`config.mk`:
```
export PLATFORM = sky130hd
export DESIGN_NAME = nfc_host
export DESIGN_NICKNAME = d
export VERILOG_FILES = /design/src/rtl/nfc_pkg.sv /design/src/rtl/nfc_strobe.sv /design/src/rtl/nfc_host.sv
export SDC_FILE = /design/constraint.sdc
export NUM_CORES = 1
export LEC_CHECK = 0
export BUFFER_PORTS_ARGS = -buffer_cell sky130_fd_sc_hd__buf_2
export CAP_MARGIN = 20
export CORE_ASPECT_RATIO = 0.9
export CORE_MARGIN = 2
export CORE_UTILIZATION = 44
export DETAILED_ROUTE_END_ITERATION = 8
export GPL_ROUTABILITY_DRIVEN = 0
export PLACE_DENSITY = 0.61
export SLEW_MARGIN = 5
export SYNTH_ARGS = -nofsm -noshare
export SYNTH_HDL_FRONTEND = slang
export SYNTH_HIERARCHICAL = 1
export SYNTH_SLANG_ARGS = --single-unit
```
`constraint.sdc`:
```
create_clock -name clk -period 3.8 [get_ports clk]
set_clock_uncertainty 0.05 [all_clocks]
set_input_delay 0.76 -clock clk [delete_from_list [all_inputs] [get_ports clk]]
set_output_delay 0.76 -clock clk [all_outputs]
set_load 0.02 [all_outputs]
```
`src/rtl/nfc_pkg.sv`:
```
// Package of constants for the NAND flash host controller.
package nfc_pkg;
  // Avalon register word offsets (byte address = 4 * index).
  localparam logic [3:0] NFC_REG_CTRL   = 4'h0;
  localparam logic [3:0] NFC_REG_SRC    = 4'h1;
  localparam logic [3:0] NFC_REG_DST    = 4'h2;
  localparam logic [3:0] NFC_REG_STAT   = 4'h3;
  localparam logic [3:0] NFC_REG_RESULT = 4'h4;
  // Control register fields.
  localparam int NFC_CTRL_OP_LSB = 0;
  localparam int NFC_CTRL_START  = 4;
  localparam int NFC_CTRL_WP     = 8;
  // Operation codes written by software.
  localparam logic [2:0] NFC_OP_COPY   = 3'h1;
  localparam logic [2:0] NFC_OP_ERASE  = 3'h2;
  localparam logic [2:0] NFC_OP_RESET  = 3'h3;
  localparam logic [2:0] NFC_OP_STATUS = 3'h4;
  localparam logic [2:0] NFC_OP_SIG    = 3'h5;
  // Flash command codes.
  localparam logic [7:0] NFC_CMD_READ_A  = 8'h00;
  localparam logic [7:0] NFC_CMD_COPY2   = 8'h8A;
  localparam logic [7:0] NFC_CMD_CONFIRM = 8'h10;
  localparam logic [7:0] NFC_CMD_ERASE1  = 8'h60;
  localparam logic [7:0] NFC_CMD_ERASE2  = 8'hD0;
  localparam logic [7:0] NFC_CMD_RESET   = 8'hFF;
  localparam logic [7:0] NFC_CMD_STATUS  = 8'h70;
  localparam logic [7:0] NFC_CMD_SIG     = 8'h90;
  localparam logic [7:0] NFC_ADDR_ZERO   = 8'h00;
  // Status byte fields.
  localparam int NFC_SR_FAIL  = 0;
  localparam int NFC_SR_READY = 6;
  localparam int NFC_SR_WP    = 7;
  // Address field positions.
  localparam int NFC_PLANE_BIT_SMALL = 23;
  localparam int NFC_PLANE_BIT_LARGE = 24;
  localparam logic [7:0] NFC_ERASE_HI_MASK = 8'h03;
  localparam int NFC_ADDR_CYCLES  = 4;
  localparam int NFC_ERASE_CYCLES = 2;
  // Strobe phase timing: 30 ns per phase at 100 MHz, rounded up.
  localparam int NFC_CLK_PERIOD_NS = 10;
  localparam int NFC_PHASE_NS      = 30;
  localparam int NFC_PHASE_CYC =
    (NFC_PHASE_NS + NFC_CLK_PERIOD_NS - 1) / NFC_CLK_PERIOD_NS;
  // Settle time before busy is trusted: 100 ns.
  localparam int NFC_BUSY_WAIT_NS  = 100;
  localparam int NFC_BUSY_WAIT_CYC =
    (NFC_BUSY_WAIT_NS + NFC_CLK_PERIOD_NS - 1) / NFC_CLK_PERIOD_NS;
endpackage : nfc_pkg

```
`src/rtl/nfc_strobe.sv`:
```
// Bus cycle engine that drives one command, address or read cycle on the flash pins.
`timescale 1ns/1ps
module nfc_strobe
  import nfc_pkg::*;
(
  input  wire logic       clk,       // System clock.
  input  wire logic       rst,       // Synchronous reset, active high.
  input  wire logic       go,        // Start one bus cycle.
  input  wire logic [1:0] kind,      // 0 command, 1 address, 2 data read.
  input  wire logic [7:0] wdata,     // Byte to drive.
  input  wire logic [7:0] pin_in,    // Synchronised data lines.
  output logic            done,      // One-cycle pulse at cycle end.
  output logic [7:0]      rdata,     // Byte sampled on a read.
  output logic            cle,       // Command latch enable.
  output logic            ale,       // Address latch enable.
  output logic            we_n,      // Write enable, active low.
  output logic            re_n,      // Read enable, active low.
  output logic [7:0]      io_out,    // Data lines out.
  output logic            io_oe      // Data line output enable.
);
  typedef enum logic [1:0] {NFC_S_IDLE, NFC_S_LOW, NFC_S_HIGH} nfc_sst_e;
  nfc_sst_e   st_reg, st_next;
  logic [3:0] cnt_reg, cnt_next;
  logic [1:0] kind_reg, kind_next;
  logic [7:0] wd_reg, wd_next, rd_reg, rd_next;
  logic       done_next;
  logic       done_reg;

  // Each cycle holds the strobe low one phase, then high one phase.
  always_comb begin
    st_next   = st_reg;
    cnt_next  = cnt_reg;
    kind_next = kind_reg;
    wd_next   = wd_reg;
    rd_next   = rd_reg;
    done_next = 1'b0;
    unique case (st_reg)
      NFC_S_IDLE: begin
        if (go) begin
          st_next   = NFC_S_LOW;
          kind_next = kind;
          wd_next   = wdata;
          cnt_next  = 4'(NFC_PHASE_CYC - 1);
        end
      end
      NFC_S_LOW: begin
        if (cnt_reg == 4'h0) begin
          if (kind_reg == 2'h2) begin
            rd_next = pin_in;
          end
          st_next  = NFC_S_HIGH;
          cnt_next = 4'(NFC_PHASE_CYC - 1);
        end else begin
          cnt_next = cnt_reg - 4'h1;
        end
      end
      NFC_S_HIGH: begin
        if (cnt_reg == 4'h0) begin
          st_next   = NFC_S_IDLE;
          done_next = 1'b1;
        end else begin
          cnt_next = cnt_reg - 4'h1;
        end
      end
      default: st_next = NFC_S_IDLE;
    endcase
  end

  // State registers.
  always_ff @(posedge clk) begin
    if (rst) begin
      st_reg   <= NFC_S_IDLE;
      cnt_reg  <= 4'h0;
      kind_reg <= 2'h0;
      wd_reg   <= 8'h00;
      rd_reg   <= 8'h00;
      done_reg <= 1'b0;
    end else begin
      st_reg   <= st_next;
      cnt_reg  <= cnt_next;
      kind_reg <= kind_next;
      wd_reg   <= wd_next;
      rd_reg   <= rd_next;
      done_reg <= done_next;
    end
  end

  // Pin decode from the current cycle.
  assign done   = done_reg;
  assign rdata  = rd_reg;
  assign cle    = (st_reg != NFC_S_IDLE) && (kind_reg == 2'h0);
  assign ale    = (st_reg != NFC_S_IDLE) && (kind_reg == 2'h1);
  assign we_n   = !((st_reg == NFC_S_LOW) && (kind_reg != 2'h2));
  assign re_n   = !((st_reg == NFC_S_LOW) && (kind_reg == 2'h2));
  assign io_oe  = (st_reg != NFC_S_IDLE) && (kind_reg != 2'h2);
  assign io_out = wd_reg;
endmodule : nfc_strobe

```
`src/rtl/nfc_host.sv`:
```
// Host controller that sequences copy-back, erase, reset, status and signature operations.
`timescale 1ns/1ps
module nfc_host
  import nfc_pkg::*;
#(
  parameter int ADDR_W = 32                        // Page address register width.
)
(
  input  wire logic              clk,              // System clock, 100 MHz.
  input  wire logic              rst,              // Synchronous reset, active high.
  input  wire logic [3:0]        avs_address,      // Avalon word address.
  input  wire logic              avs_read,         // Avalon read.
  input  wire logic              avs_write,        // Avalon write.
  input  wire logic [31:0]       avs_writedata,    // Avalon write data.
  input  wire logic [3:0]        avs_byteenable,   // Avalon byte enables.
  output logic [31:0]            avs_readdata,     // Avalon read data.
  output logic                   avs_waitrequest,  // Avalon wait request.
  output logic                   flash_cle,        // Command latch enable.
  output logic                   flash_ale,        // Address latch enable.
  output logic                   flash_ce_n,       // Chip enable, active low.
  output logic                   flash_we_n,       // Write enable, active low.
  output logic                   flash_re_n,       // Read enable, active low.
  output logic                   flash_wp_n,       // Write protect, active low.
  output logic [7:0]             flash_io_out,     // Data lines out.
  output logic                   flash_io_oe,      // Data lines output enable.
  input  wire logic [7:0]        flash_io_in,      // Data lines in.
  input  wire logic              flash_rb          // Ready/busy, low while busy.
);
  typedef enum logic [3:0] {
    NFC_IDLE, NFC_CMD1, NFC_ADDR1, NFC_CMD2, NFC_ADDR2,
    NFC_CMD3, NFC_WAITF, NFC_STCMD, NFC_RD1
  } nfc_st_e;

  nfc_st_e             st_reg, st_next;
  logic [2:0]          op_reg, op_next;
  logic                wp_reg, wp_next;
  logic [ADDR_W-1:0]   src_reg, src_next, dst_reg, dst_next;
  logic [2:0]          ac_reg, ac_next;
  logic [3:0]          wt_reg, wt_next;
  logic [7:0]          sr_reg, sr_next, b0_reg, b0_next, b1_reg, b1_next;
  logic                err_reg, err_next;
  logic                ack_reg, ack_next;
  logic [31:0]         rd_reg, rd_next;
  logic [7:0]          io_s1_reg, io_s2_reg;
  logic                rb_s1_reg, rb_s2_reg;
  logic                go, sdone, busy;
  logic [1:0]          kind;
  logic [7:0]          wbyte, sdata;

  // Picks address byte n of a page address.
  function automatic logic [7:0] nfc_abyte(input logic [ADDR_W-1:0] a,
                                           input logic [2:0] n);
    nfc_abyte = 8'(a >> (8 * n));
  endfunction : nfc_abyte

  // Two-flop synchronisers for the flash pins.
  always_ff @(posedge clk) begin
    if (rst) begin
      io_s1_reg <= 8'h00;
      io_s2_reg <= 8'h00;
      rb_s1_reg <= 1'b0;
      rb_s2_reg <= 1'b0;
    end else begin
      io_s1_reg <= flash_io_in;
      io_s2_reg <= io_s1_reg;
      rb_s1_reg <= flash_rb;
      rb_s2_reg <= rb_s1_reg;
    end
  end

  assign busy = (st_reg != NFC_IDLE);

  nfc_strobe u_strobe (
    .clk    (clk),
    .rst    (rst),
    .go     (go),
    .kind   (kind),
    .wdata  (wbyte),
    .pin_in (io_s2_reg),
    .done   (sdone),
    .rdata  (sdata),
    .cle    (flash_cle),
    .ale    (flash_ale),
    .we_n   (flash_we_n),
    .re_n   (flash_re_n),
    .io_out (flash_io_out),
    .io_oe  (flash_io_oe)
  );

  // Sequencer and register file next-state logic.
  always_comb begin
    st_next  = st_reg;
    op_next  = op_reg;
    wp_next  = wp_reg;
    src_next = src_reg;
    dst_next = dst_reg;
    ac_next  = ac_reg;
    wt_next  = wt_reg;
    sr_next  = sr_reg;
    b0_next  = b0_reg;
    b1_next  = b1_reg;
    err_next = err_reg;
    ack_next = 1'b0;
    rd_next  = rd_reg;
    go       = 1'b0;
    kind     = 2'h0;
    wbyte    = 8'h00;
    // Avalon slave: one-cycle wait, then ack.
    if ((avs_read || avs_write) && !ack_reg) begin
      ack_next = 1'b1;
      rd_next  = 32'h0000_0000;
      if (avs_read) begin
        unique case (avs_address)
          NFC_REG_CTRL:   rd_next = {23'h0, wp_reg, 4'h0, 1'b0, op_reg};
          NFC_REG_SRC:    rd_next = 32'(src_reg);
          NFC_REG_DST:    rd_next = 32'(dst_reg);
          NFC_REG_STAT:   rd_next = {30'h0, err_reg, busy};
          NFC_REG_RESULT: rd_next = {8'h00, b1_reg, b0_reg, sr_reg};
          default:        rd_next = 32'h0000_0000;
        endcase
      end else if (avs_byteenable[0] && !busy) begin
        unique case (avs_address)
          NFC_REG_CTRL: begin
            op_next = avs_writedata[NFC_CTRL_OP_LSB +: 3];
            wp_next = avs_writedata[NFC_CTRL_WP];
          end
          NFC_REG_SRC: src_next = ADDR_W'(avs_writedata);
          NFC_REG_DST: dst_next = ADDR_W'(avs_writedata);
          default: ;
        endcase
      end
    end
    unique case (st_reg)
      NFC_IDLE: begin
        if (avs_write && !ack_reg && avs_address == NFC_REG_CTRL && avs_byteenable[0]
            && avs_writedata[NFC_CTRL_START]) begin
          op_next  = avs_writedata[NFC_CTRL_OP_LSB +: 3];
          err_next = 1'b0;
          ac_next  = 3'h0;
          if (avs_writedata[NFC_CTRL_OP_LSB +: 3] == NFC_OP_COPY
              && (src_reg[NFC_PLANE_BIT_SMALL] != dst_reg[NFC_PLANE_BIT_SMALL]
               || src_reg[NFC_PLANE_BIT_LARGE] != dst_reg[NFC_PLANE_BIT_LARGE])) begin
            err_next = 1'b1;
          end else begin
            st_next = NFC_CMD1;
          end
        end
      end
      NFC_CMD1: begin
        go = 1'b1;
        // each operation opens with its own command, never a program
        unique case (op_reg)
          NFC_OP_COPY:   wbyte = NFC_CMD_READ_A;   // read setup
          NFC_OP_ERASE:  wbyte = NFC_CMD_ERASE1;   // erase setup
          NFC_OP_RESET:  wbyte = NFC_CMD_RESET;    // reset command
          NFC_OP_STATUS: wbyte = NFC_CMD_STATUS;
          NFC_OP_SIG:    wbyte = NFC_CMD_SIG;      // signature command
          default:       wbyte = NFC_CMD_RESET;
        endcase
        st_next = NFC_WAITF;
        wt_next = 4'(NFC_BUSY_WAIT_CYC);
        if (op_reg == NFC_OP_COPY || op_reg == NFC_OP_ERASE || op_reg == NFC_OP_SIG) begin
          st_next = NFC_ADDR1;
        end else if (op_reg == NFC_OP_STATUS) begin
          st_next = NFC_STCMD;
        end
      end
      NFC_ADDR1: begin
        // Each address byte follows the end of the previous bus cycle.
        kind = 2'h1;
        go   = sdone;
        if (op_reg == NFC_OP_SIG) begin
          wbyte = NFC_ADDR_ZERO;
        end else if (op_reg == NFC_OP_ERASE) begin
          wbyte = nfc_abyte(src_reg, 3'(ac_reg + 3'h1));
          if (ac_reg == 3'(NFC_ERASE_CYCLES - 1)) begin
            wbyte = wbyte & NFC_ERASE_HI_MASK;
          end
        end else begin
          wbyte = nfc_abyte(src_reg, ac_reg);
        end
        if (go) begin
          ac_next = ac_reg + 3'h1;
          if (op_reg == NFC_OP_SIG) begin
            st_next = NFC_RD1;
          end else if (op_reg == NFC_OP_ERASE && ac_reg == 3'(NFC_ERASE_CYCLES - 1)) begin
            st_next = NFC_CMD3;
          end else if (ac_reg == 3'(NFC_ADDR_CYCLES - 1)) begin
            st_next = NFC_WAITF;
            wt_next = 4'(NFC_BUSY_WAIT_CYC);
          end
        end
      end
      NFC_CMD2: begin
        go      = 1'b1;
        wbyte   = NFC_CMD_COPY2;
        ac_next = 3'h0;
        st_next = NFC_ADDR2;
      end
      NFC_ADDR2: begin
        kind  = 2'h1;
        wbyte = nfc_abyte(dst_reg, ac_reg);
        go    = sdone;
        if (go) begin
          ac_next = ac_reg + 3'h1;
          if (ac_reg == 3'(NFC_ADDR_CYCLES - 1)) begin
            st_next = NFC_CMD3;
          end
        end
      end
      NFC_CMD3: begin
        go    = sdone;
        wbyte = (op_reg == NFC_OP_ERASE) ? NFC_CMD_ERASE2 : NFC_CMD_CONFIRM;
        if (go) begin
          st_next = NFC_WAITF;
          wt_next = 4'(NFC_BUSY_WAIT_CYC);
          ac_next = 3'h0;
        end
      end
      NFC_WAITF: begin
        // wait the settle time, then for ready high
        if (wt_reg != 4'h0) begin
          wt_next = wt_reg - 4'h1;
        end else if (rb_s2_reg) begin
          st_next = (op_reg == NFC_OP_RESET) ? NFC_IDLE : NFC_STCMD;
          // source page loaded, second copy command next
          if (ac_reg == 3'(NFC_ADDR_CYCLES)) begin
            st_next = NFC_CMD2;
          end
          ac_next = 3'h1;
        end
      end
      NFC_STCMD: begin
        // status command once unless already issued, then one status read
        wbyte = NFC_CMD_STATUS;
        kind  = (ac_reg == 3'h1) ? 2'h0 : 2'h2;
        go    = (ac_reg == 3'h1) || (sdone && ac_reg == 3'h0);
        if (go) begin
          ac_next = (ac_reg == 3'h1) ? 3'h0 : 3'h2;
        end
        if (sdone && ac_reg == 3'h2) begin
          sr_next = sdata;
          err_next = sdata[NFC_SR_FAIL] && (op_reg != NFC_OP_STATUS);
          st_next  = NFC_IDLE;
        end
      end
      NFC_RD1: begin
        // maker code read, then device code read
        kind = 2'h2;
        go   = sdone && (ac_reg != 3'h3);
        if (go) begin
          ac_next = ac_reg + 3'h1;
        end
        if (sdone && ac_reg == 3'h2) begin
          b0_next = sdata;
        end
        if (sdone && ac_reg == 3'h3) begin
          b1_next = sdata;
          st_next = NFC_IDLE;
        end
      end
      default: st_next = NFC_IDLE;
    endcase
  end

  // Sequencer and register file state.
  always_ff @(posedge clk) begin
    if (rst) begin
      st_reg  <= NFC_IDLE;
      op_reg  <= 3'h0;
      wp_reg  <= 1'b0;
      src_reg <= '0;
      dst_reg <= '0;
      ac_reg  <= 3'h0;
      wt_reg  <= 4'h0;
      sr_reg  <= 8'h00;
      b0_reg  <= 8'h00;
      b1_reg  <= 8'h00;
      err_reg <= 1'b0;
      ack_reg <= 1'b0;
      rd_reg  <= 32'h0000_0000;
    end else begin
      st_reg  <= st_next;
      op_reg  <= op_next;
      wp_reg  <= wp_next;
      src_reg <= src_next;
      dst_reg <= dst_next;
      ac_reg  <= ac_next;
      wt_reg  <= wt_next;
      sr_reg  <= sr_next;
      b0_reg  <= b0_next;
      b1_reg  <= b1_next;
      err_reg <= err_next;
      ack_reg <= ack_next;
      rd_reg  <= rd_next;
    end
  end

  // Slave answers and steady pins.
  assign avs_waitrequest = (avs_read || avs_write) && !ack_reg;
  assign avs_readdata    = rd_reg;
  assign flash_ce_n      = !busy;
  assign flash_wp_n      = wp_reg;
endmodule : nfc_host

```
# Yosys cells after proc, flatten, opt, wreduce, memory -nomap -nowiden
# Cells that the tools add are included.
# totals
regBits	180
inputBits	53
out_inout_bits	48
# op_classes
n_addsub	3
eq_ne	53
shift	3
muxes	65
bitwise_logic	2
reduce_logical	58
# ops
operator	n
$pmux W32 S5	1
$shr A32 B6 Y8	3
$mux W4	22
$mux W3	16
$pmux W8 S6	1
$pmux W4 S9	1
$mux W32	1
$mux W8	4
$ne A2 B2 Y1 const B	16
$pmux W8 S4	1
$pmux W3 S7	1
$eq A4 B3 Y1 const B	5
$logic_and A1 B1 Y1	18
$eq A4 B2 Y1 const B	4
$pmux W4 S4	1
$eq A3 B2 Y1 const B	4
$logic_not A4 Y1	3
$ne A2 B1 Y1 const B	6
$pmux W2 S3	2
$pmux W4 S3	1
$reduce_and A3 Y1	4
$reduce_and A4 Y1	3
$reduce_bool A4 Y1	3
$reduce_and A11 Y1	1
other kinds (29)	62

# Longest topological paths before layout
# logic_depth
ltp_word	8
mapped_depth	12
ltp_nobuf	10

# By module
# Netlist, hierarchy kept.
# modules_own_cells
module	instances	cells_per_inst	area_per_inst_um2
nfc_host	1	872	7334.5
nfc_strobe	1	132	1134.8

# Worst setup path after synthesis
# No wires, ideal clock.
# synth_timing
kind	register to register
startpoint	register ac_reg[1]
endpoint	register u_strobe.wd_reg[1] (netlist: u_strobe/io_out[1])
setup_time_ns	0.132
t_arrival_ns	2.880
required_time_ns	3.618
path_slack_ns	0.738
stages_incl_launch_ff	11
period_less_slack_ns	3.062
cell_sequence	dfxtp_1 -> clkbuf_1 -> clkbuf_1 -> inv_1 -> ha_1 -> buf_1 -> mux4_2 -> a32oi_1 -> o211ai_1 -> nand2_1 -> a21oi_1
# synth_between
elab_chain_len	6
# synth_lines
element	line	text
start, declared	nfc_host.sv:38	logic [2:0] ac_reg, ac_next;
start signal, assigned	nfc_host.sv:288	ac_reg <= ac_next;
$add A3 B1 Y3	nfc_host.sv:175	wbyte = nfc_abyte(src_reg, 3'(ac_reg + 3'h1));
$shr A32 B6 Y8	nfc_host.sv:53	nfc_abyte = 8'(a >> (8 * n));
$mux W8	nfc_host.sv:176	if (ac_reg == 3'(NFC_ERASE_CYCLES - 1)) begin
$mux W8	nfc_host.sv:174	end else if (op_reg == NFC_OP_ERASE) begin
$mux W8	nfc_host.sv:172	if (op_reg == NFC_OP_SIG) begin
$pmux W8 S6 (*)	nfc_host.sv:133	unique case (st_reg)
net wbyte[1]	nfc_host.sv:48	logic [7:0] wbyte, sdata;
end signal, assigned	nfc_strobe.sv:82	wd_reg <= wd_next;
end, declared	nfc_strobe.sv:25	logic [7:0] wd_reg, wd_next, rd_reg, rd_next;
# Mark *: on every way through the listed nets, which the timed path passes. The rest lies on a longest branch.
# A chain may end at the register's enable or synchronous reset.

==> results.sh <==
export IMPL_crit_required_ns=2.99
export IMPL_vias=7674
export IMPL_p_int_mw=3.20
export IMPL_synth_compound_area_share_pct=20.0
export IMPL_worst_path_dominant_cell_family="simple AND/OR/NAND/NOR gates"
export IMPL_synth_top_family_by_area="simple AND/OR/NAND/NOR gates"
export IMPL_end_kind="output pin"
export IMPL_dpl_instance_area_mm2=0.00911
export IMPL_critical_path_stages=3
export IMPL_r2r_setup_slack_ns=0.96
export IMPL_synth_area_per_cell_um2=8.44
export IMPL_place_detailed_hpwl_mm=16.5
export IMPL_comb_power_share_pct=18.9
export IMPL_synth_simple_gate_area_share_pct=20.9
export IMPL_grt_max_degree=98
export IMPL_post_route_drc_count=0
export IMPL_worst_setup_path_startpoint="st_reg[2]$_SDFFE_PP0P_"
export IMPL_proportion_of_total_power_due_to_net_switching_pct=30.1
export IMPL_grt_ovfl_total=0
export IMPL_timing_setup_critical_path_class="reg -> out"
export IMPL_number_of_clock_sinks_seen_by_cts=180
export IMPL_timing_rr_end="st_reg[0]$_SDFFE_PP0P_"
export IMPL_synth_edff_count=0
export IMPL_grt_setup_unrepaired="false"
export IMPL_drt_first_pass_iters=6
export IMPL_globalRouteTotalUtil_pct=24.0
export IMPL_irDropWorstVdd_mv=0.319
export IMPL_hp_class="reg -> reg"
export IMPL_post_cts_buffers=0
export IMPL_final_layout_size_suffix_gt1_share_pct=17.5
export IMPL_cts_root_buf="sky130_fd_sc_hd__clkbuf_16"
export IMPL_detail_route_wl_per_cell_um=18.3
export IMPL_seq_total_area_yosys_pct=42.5
export IMPL_worst_hold_slack_ns=0.389
export IMPL_floorplan_rows=48
export IMPL_syn_num_nets=1069
export IMPL_synth_area_leader_cell="sky130_fd_sc_hd__dfxtp_1"
export IMPL_first_global_vias=6774
export IMPL_relative_slew_slack_pct=37.6
export IMPL_dieHeight_um=136
export IMPL_yosys_top_cells_area="sky130_fd_sc_hd__dfxtp_1 43%, sky130_fd_sc_hd__a21oi_1 8.5%, sky130_fd_sc_hd__nand2_1 8.3%, sky130_fd_sc_hd__mux4_2 6.6%, sky130_fd_sc_hd__nor2_1 4.6%"
export IMPL_h_tree_depth=4
export IMPL_worst_setup_path_endpoint="flash_ce_n"
export IMPL_timing_critical_path_fanout_max=29
export IMPL_grt_met3_usage_pct=6.06
export IMPL_gr_usage_met2_pct=35.8
export IMPL_post_synth_instance_area_mm2=0.00847
export IMPL_clk_insertion_delay_late_ns=0.43
export IMPL_critPathSlowestCell="sky130_fd_sc_hd__or4_1"
export IMPL_clkSlewWorstSetupHoldPaths_ns=0.06
export IMPL_outcome="finished clean"
export IMPL_globalRouteMet1Util_pct=34.1
export IMPL_synthMuxAreaShare_pct=9.43
export IMPL_place_ws_ns=0.875
export IMPL_die_width_um=150
export IMPL_cp_slowest_stage_delay_ns=0.72
export IMPL_max_cap_violations=0
export IMPL_cts_hold_buf=0
export IMPL_power_frac_clock_pct=37.4
export IMPL_stdcell_area_mm2=0.00967
export IMPL_initial_utilization_pct=44.5
export IMPL_grt_first_pass_wirelength_mm=38.0
export IMPL_layout_area_overhead_vs_synth_pct=14.2
export IMPL_drt_wl_total_mm=24.1
export IMPL_synth_top_flop_cell="sky130_fd_sc_hd__dfxtp_1"
export IMPL_core_region_area_mm2=0.0190
export IMPL_crit_path_arrival_time_ns=2.07
export IMPL_cts_root_to_sink_buffers=2
export IMPL_synth_warning_count=6
export IMPL_io_buffer_count=97
export IMPL_multi_input_area_mm2=0.00447
export IMPL_iter_0_drt_violations=898
export IMPL_postRouteAntennaNets=0
export IMPL_share_seq_of_total_power_pct=43.7
export IMPL_achievable_frequency_mhz=347
export IMPL_hold_viol=0
export IMPL_synth_seq_cells=180
export IMPL_post_synth_num_cell_types=75
export IMPL_tritoncts="yes"
export IMPL_critical_path_cell_sequence="or4_1 > inv_2 > buf_2"
export IMPL_r2r_start="ac_reg[1]$_SDFFE_PP0P_"
export IMPL_synthArstFlopShare_pct=0
export IMPL_post_route_min_period_ns=2.88
export IMPL_die_area_mm2=0.0204
export IMPL_final_util_pct=50.8
export IMPL_final_cell_count_no_fill=1321
export IMPL_power_leakage_nw=3.36
export IMPL_num_antenna_cells=0
export IMPL_finalCritPeriodShare_pct=75.8
export IMPL_worst_setup_path_start_kind="flip-flop"
export IMPL_syn_instance_count=1004
export IMPL_xor_xnor_fraction_of_synth_area_pct=0.517
export IMPL_post_synth_adder_cell_area_pct=1.77
export IMPL_post_synth_top_area_fraction_pct=42.5
export IMPL_grt_antenna_before_repair=0
export IMPL_totalNegativeSetupSlack_ns=0
export IMPL_final_setup_viol_count=0
export IMPL_dp_cells=1290
export IMPL_total_switching_power_mw=1.38
export IMPL_num_io_pins=101
export IMPL_ff2ff_path_depth=8
export IMPL_fin_total_pwr_mw=4.57
export IMPL_final_cell_mix="187 x sky130_fd_sc_hd__nand2_1, 180 x sky130_fd_sc_hd__dfxtp_1, 144 x sky130_fd_sc_hd__a21oi_1"
export IMPL_maxSlewViolCount=0
export IMPL_routed_via_density=5.81
export IMPL_most_frequent_standard_cell_in_the_layout_excluding_fill_and_tap_cells="sky130_fd_sc_hd__nand2_1"
export IMPL_final_fill_count=1853
export IMPL_gr_max_usage_layer="met2"
export IMPL_final_seq_area_mm2=0.00360
export IMPL_cell_area_power_density_mw_per_mm2=473
export IMPL_worst_slew_pin_transition_ns=0.934
export IMPL_buffer_and_inverter_count_on_the_worst_path=2
export IMPL_fin_ws_ns=0.918
export IMPL_post_cts_resized_instances=0
export IMPL_num_nets_final=1124
export IMPL_tritoncts_num_buffers=17
[power groups by stage]
stage / clock, mW / sequential (mW) / combinational [mW]
final: 1.71 / 2.00 / 0.866
after global placement: 0 / 2.04 / 0.854
after global routing: 1.81 / 2.01 / 0.952
after floorplan: 0 / 2.01 / 0.674
after CTS: 1.74 / 2.00 / 0.862
after detailed placement: 0 / 2.04 / 0.857
[kinds of logic (layout without fill, tap and decap cells)]
family / after synthesis / after routing
flops: 180 / 180
mux: 48 / 48
xor+xnor: 5 / 5
fa+ha+maj: 12 / 12
compound gates: 272 / 272
simple gates: 386 / 386
buf+inv: 101 / 168
[how the worst min path moves through the flow]
stage,startpoint,to,slack (ns),cells past startpoint
after floorplan,io_s1_reg[0]$_SDFF_PP0_,io_s2_reg[0]$_SDFF_PP0_,0.36,1
after global placement,io_s1_reg[5]$_SDFF_PP0_,io_s2_reg[5]$_SDFF_PP0_,0.37,1
after detailed placement,io_s1_reg[3]$_SDFF_PP0_,io_s2_reg[3]$_SDFF_PP0_,0.38,1
after CTS,io_s1_reg[3]$_SDFF_PP0_,io_s2_reg[3]$_SDFF_PP0_,0.39,1
after global routing,io_s1_reg[5]$_SDFF_PP0_,io_s2_reg[5]$_SDFF_PP0_,0.41,1
final,io_s1_reg[3]$_SDFF_PP0_,io_s2_reg[3]$_SDFF_PP0_,0.39,1
[synthesized netlist by cell type (6+ instances only)]
cell and instances:
sky130_fd_sc_hd__nor3_1 13, sky130_fd_sc_hd__nor4b_1 6, sky130_fd_sc_hd__a21oi_1 144, sky130_fd_sc_hd__buf_2 10, sky130_fd_sc_hd__nand3_1 7, sky130_fd_sc_hd__ha_1 12, sky130_fd_sc_hd__clkbuf_1 61, sky130_fd_sc_hd__o21ai_0 30
sky130_fd_sc_hd__nor2_1 104, sky130_fd_sc_hd__nor2b_1 25, sky130_fd_sc_hd__a22oi_1 23, sky130_fd_sc_hd__nand2_1 187, sky130_fd_sc_hd__dfxtp_1 180, sky130_fd_sc_hd__nand2b_1 6, sky130_fd_sc_hd__a222oi_1 20, sky130_fd_sc_hd__mux2i_1 22
sky130_fd_sc_hd__mux4_2 25, sky130_fd_sc_hd__inv_1 20
[routing by layer]
layer	vias to the layer above	part of all wire, %
li1	3667	-
met1	3669	45
met2	307	45
met3	31	7.6
met4	0	2.0
met5	-	0
[cell type report]
class                   instances  area share [%]
multi-input cells             723            46.3
flip-flops and latches        180            37.3
repair buffers                115            6.57
clock buffers                  18            4.54
well taps                     250            3.23
clock inverters                13            1.27
inverters                      22           0.854
Power figures use the tool's default switching activity.
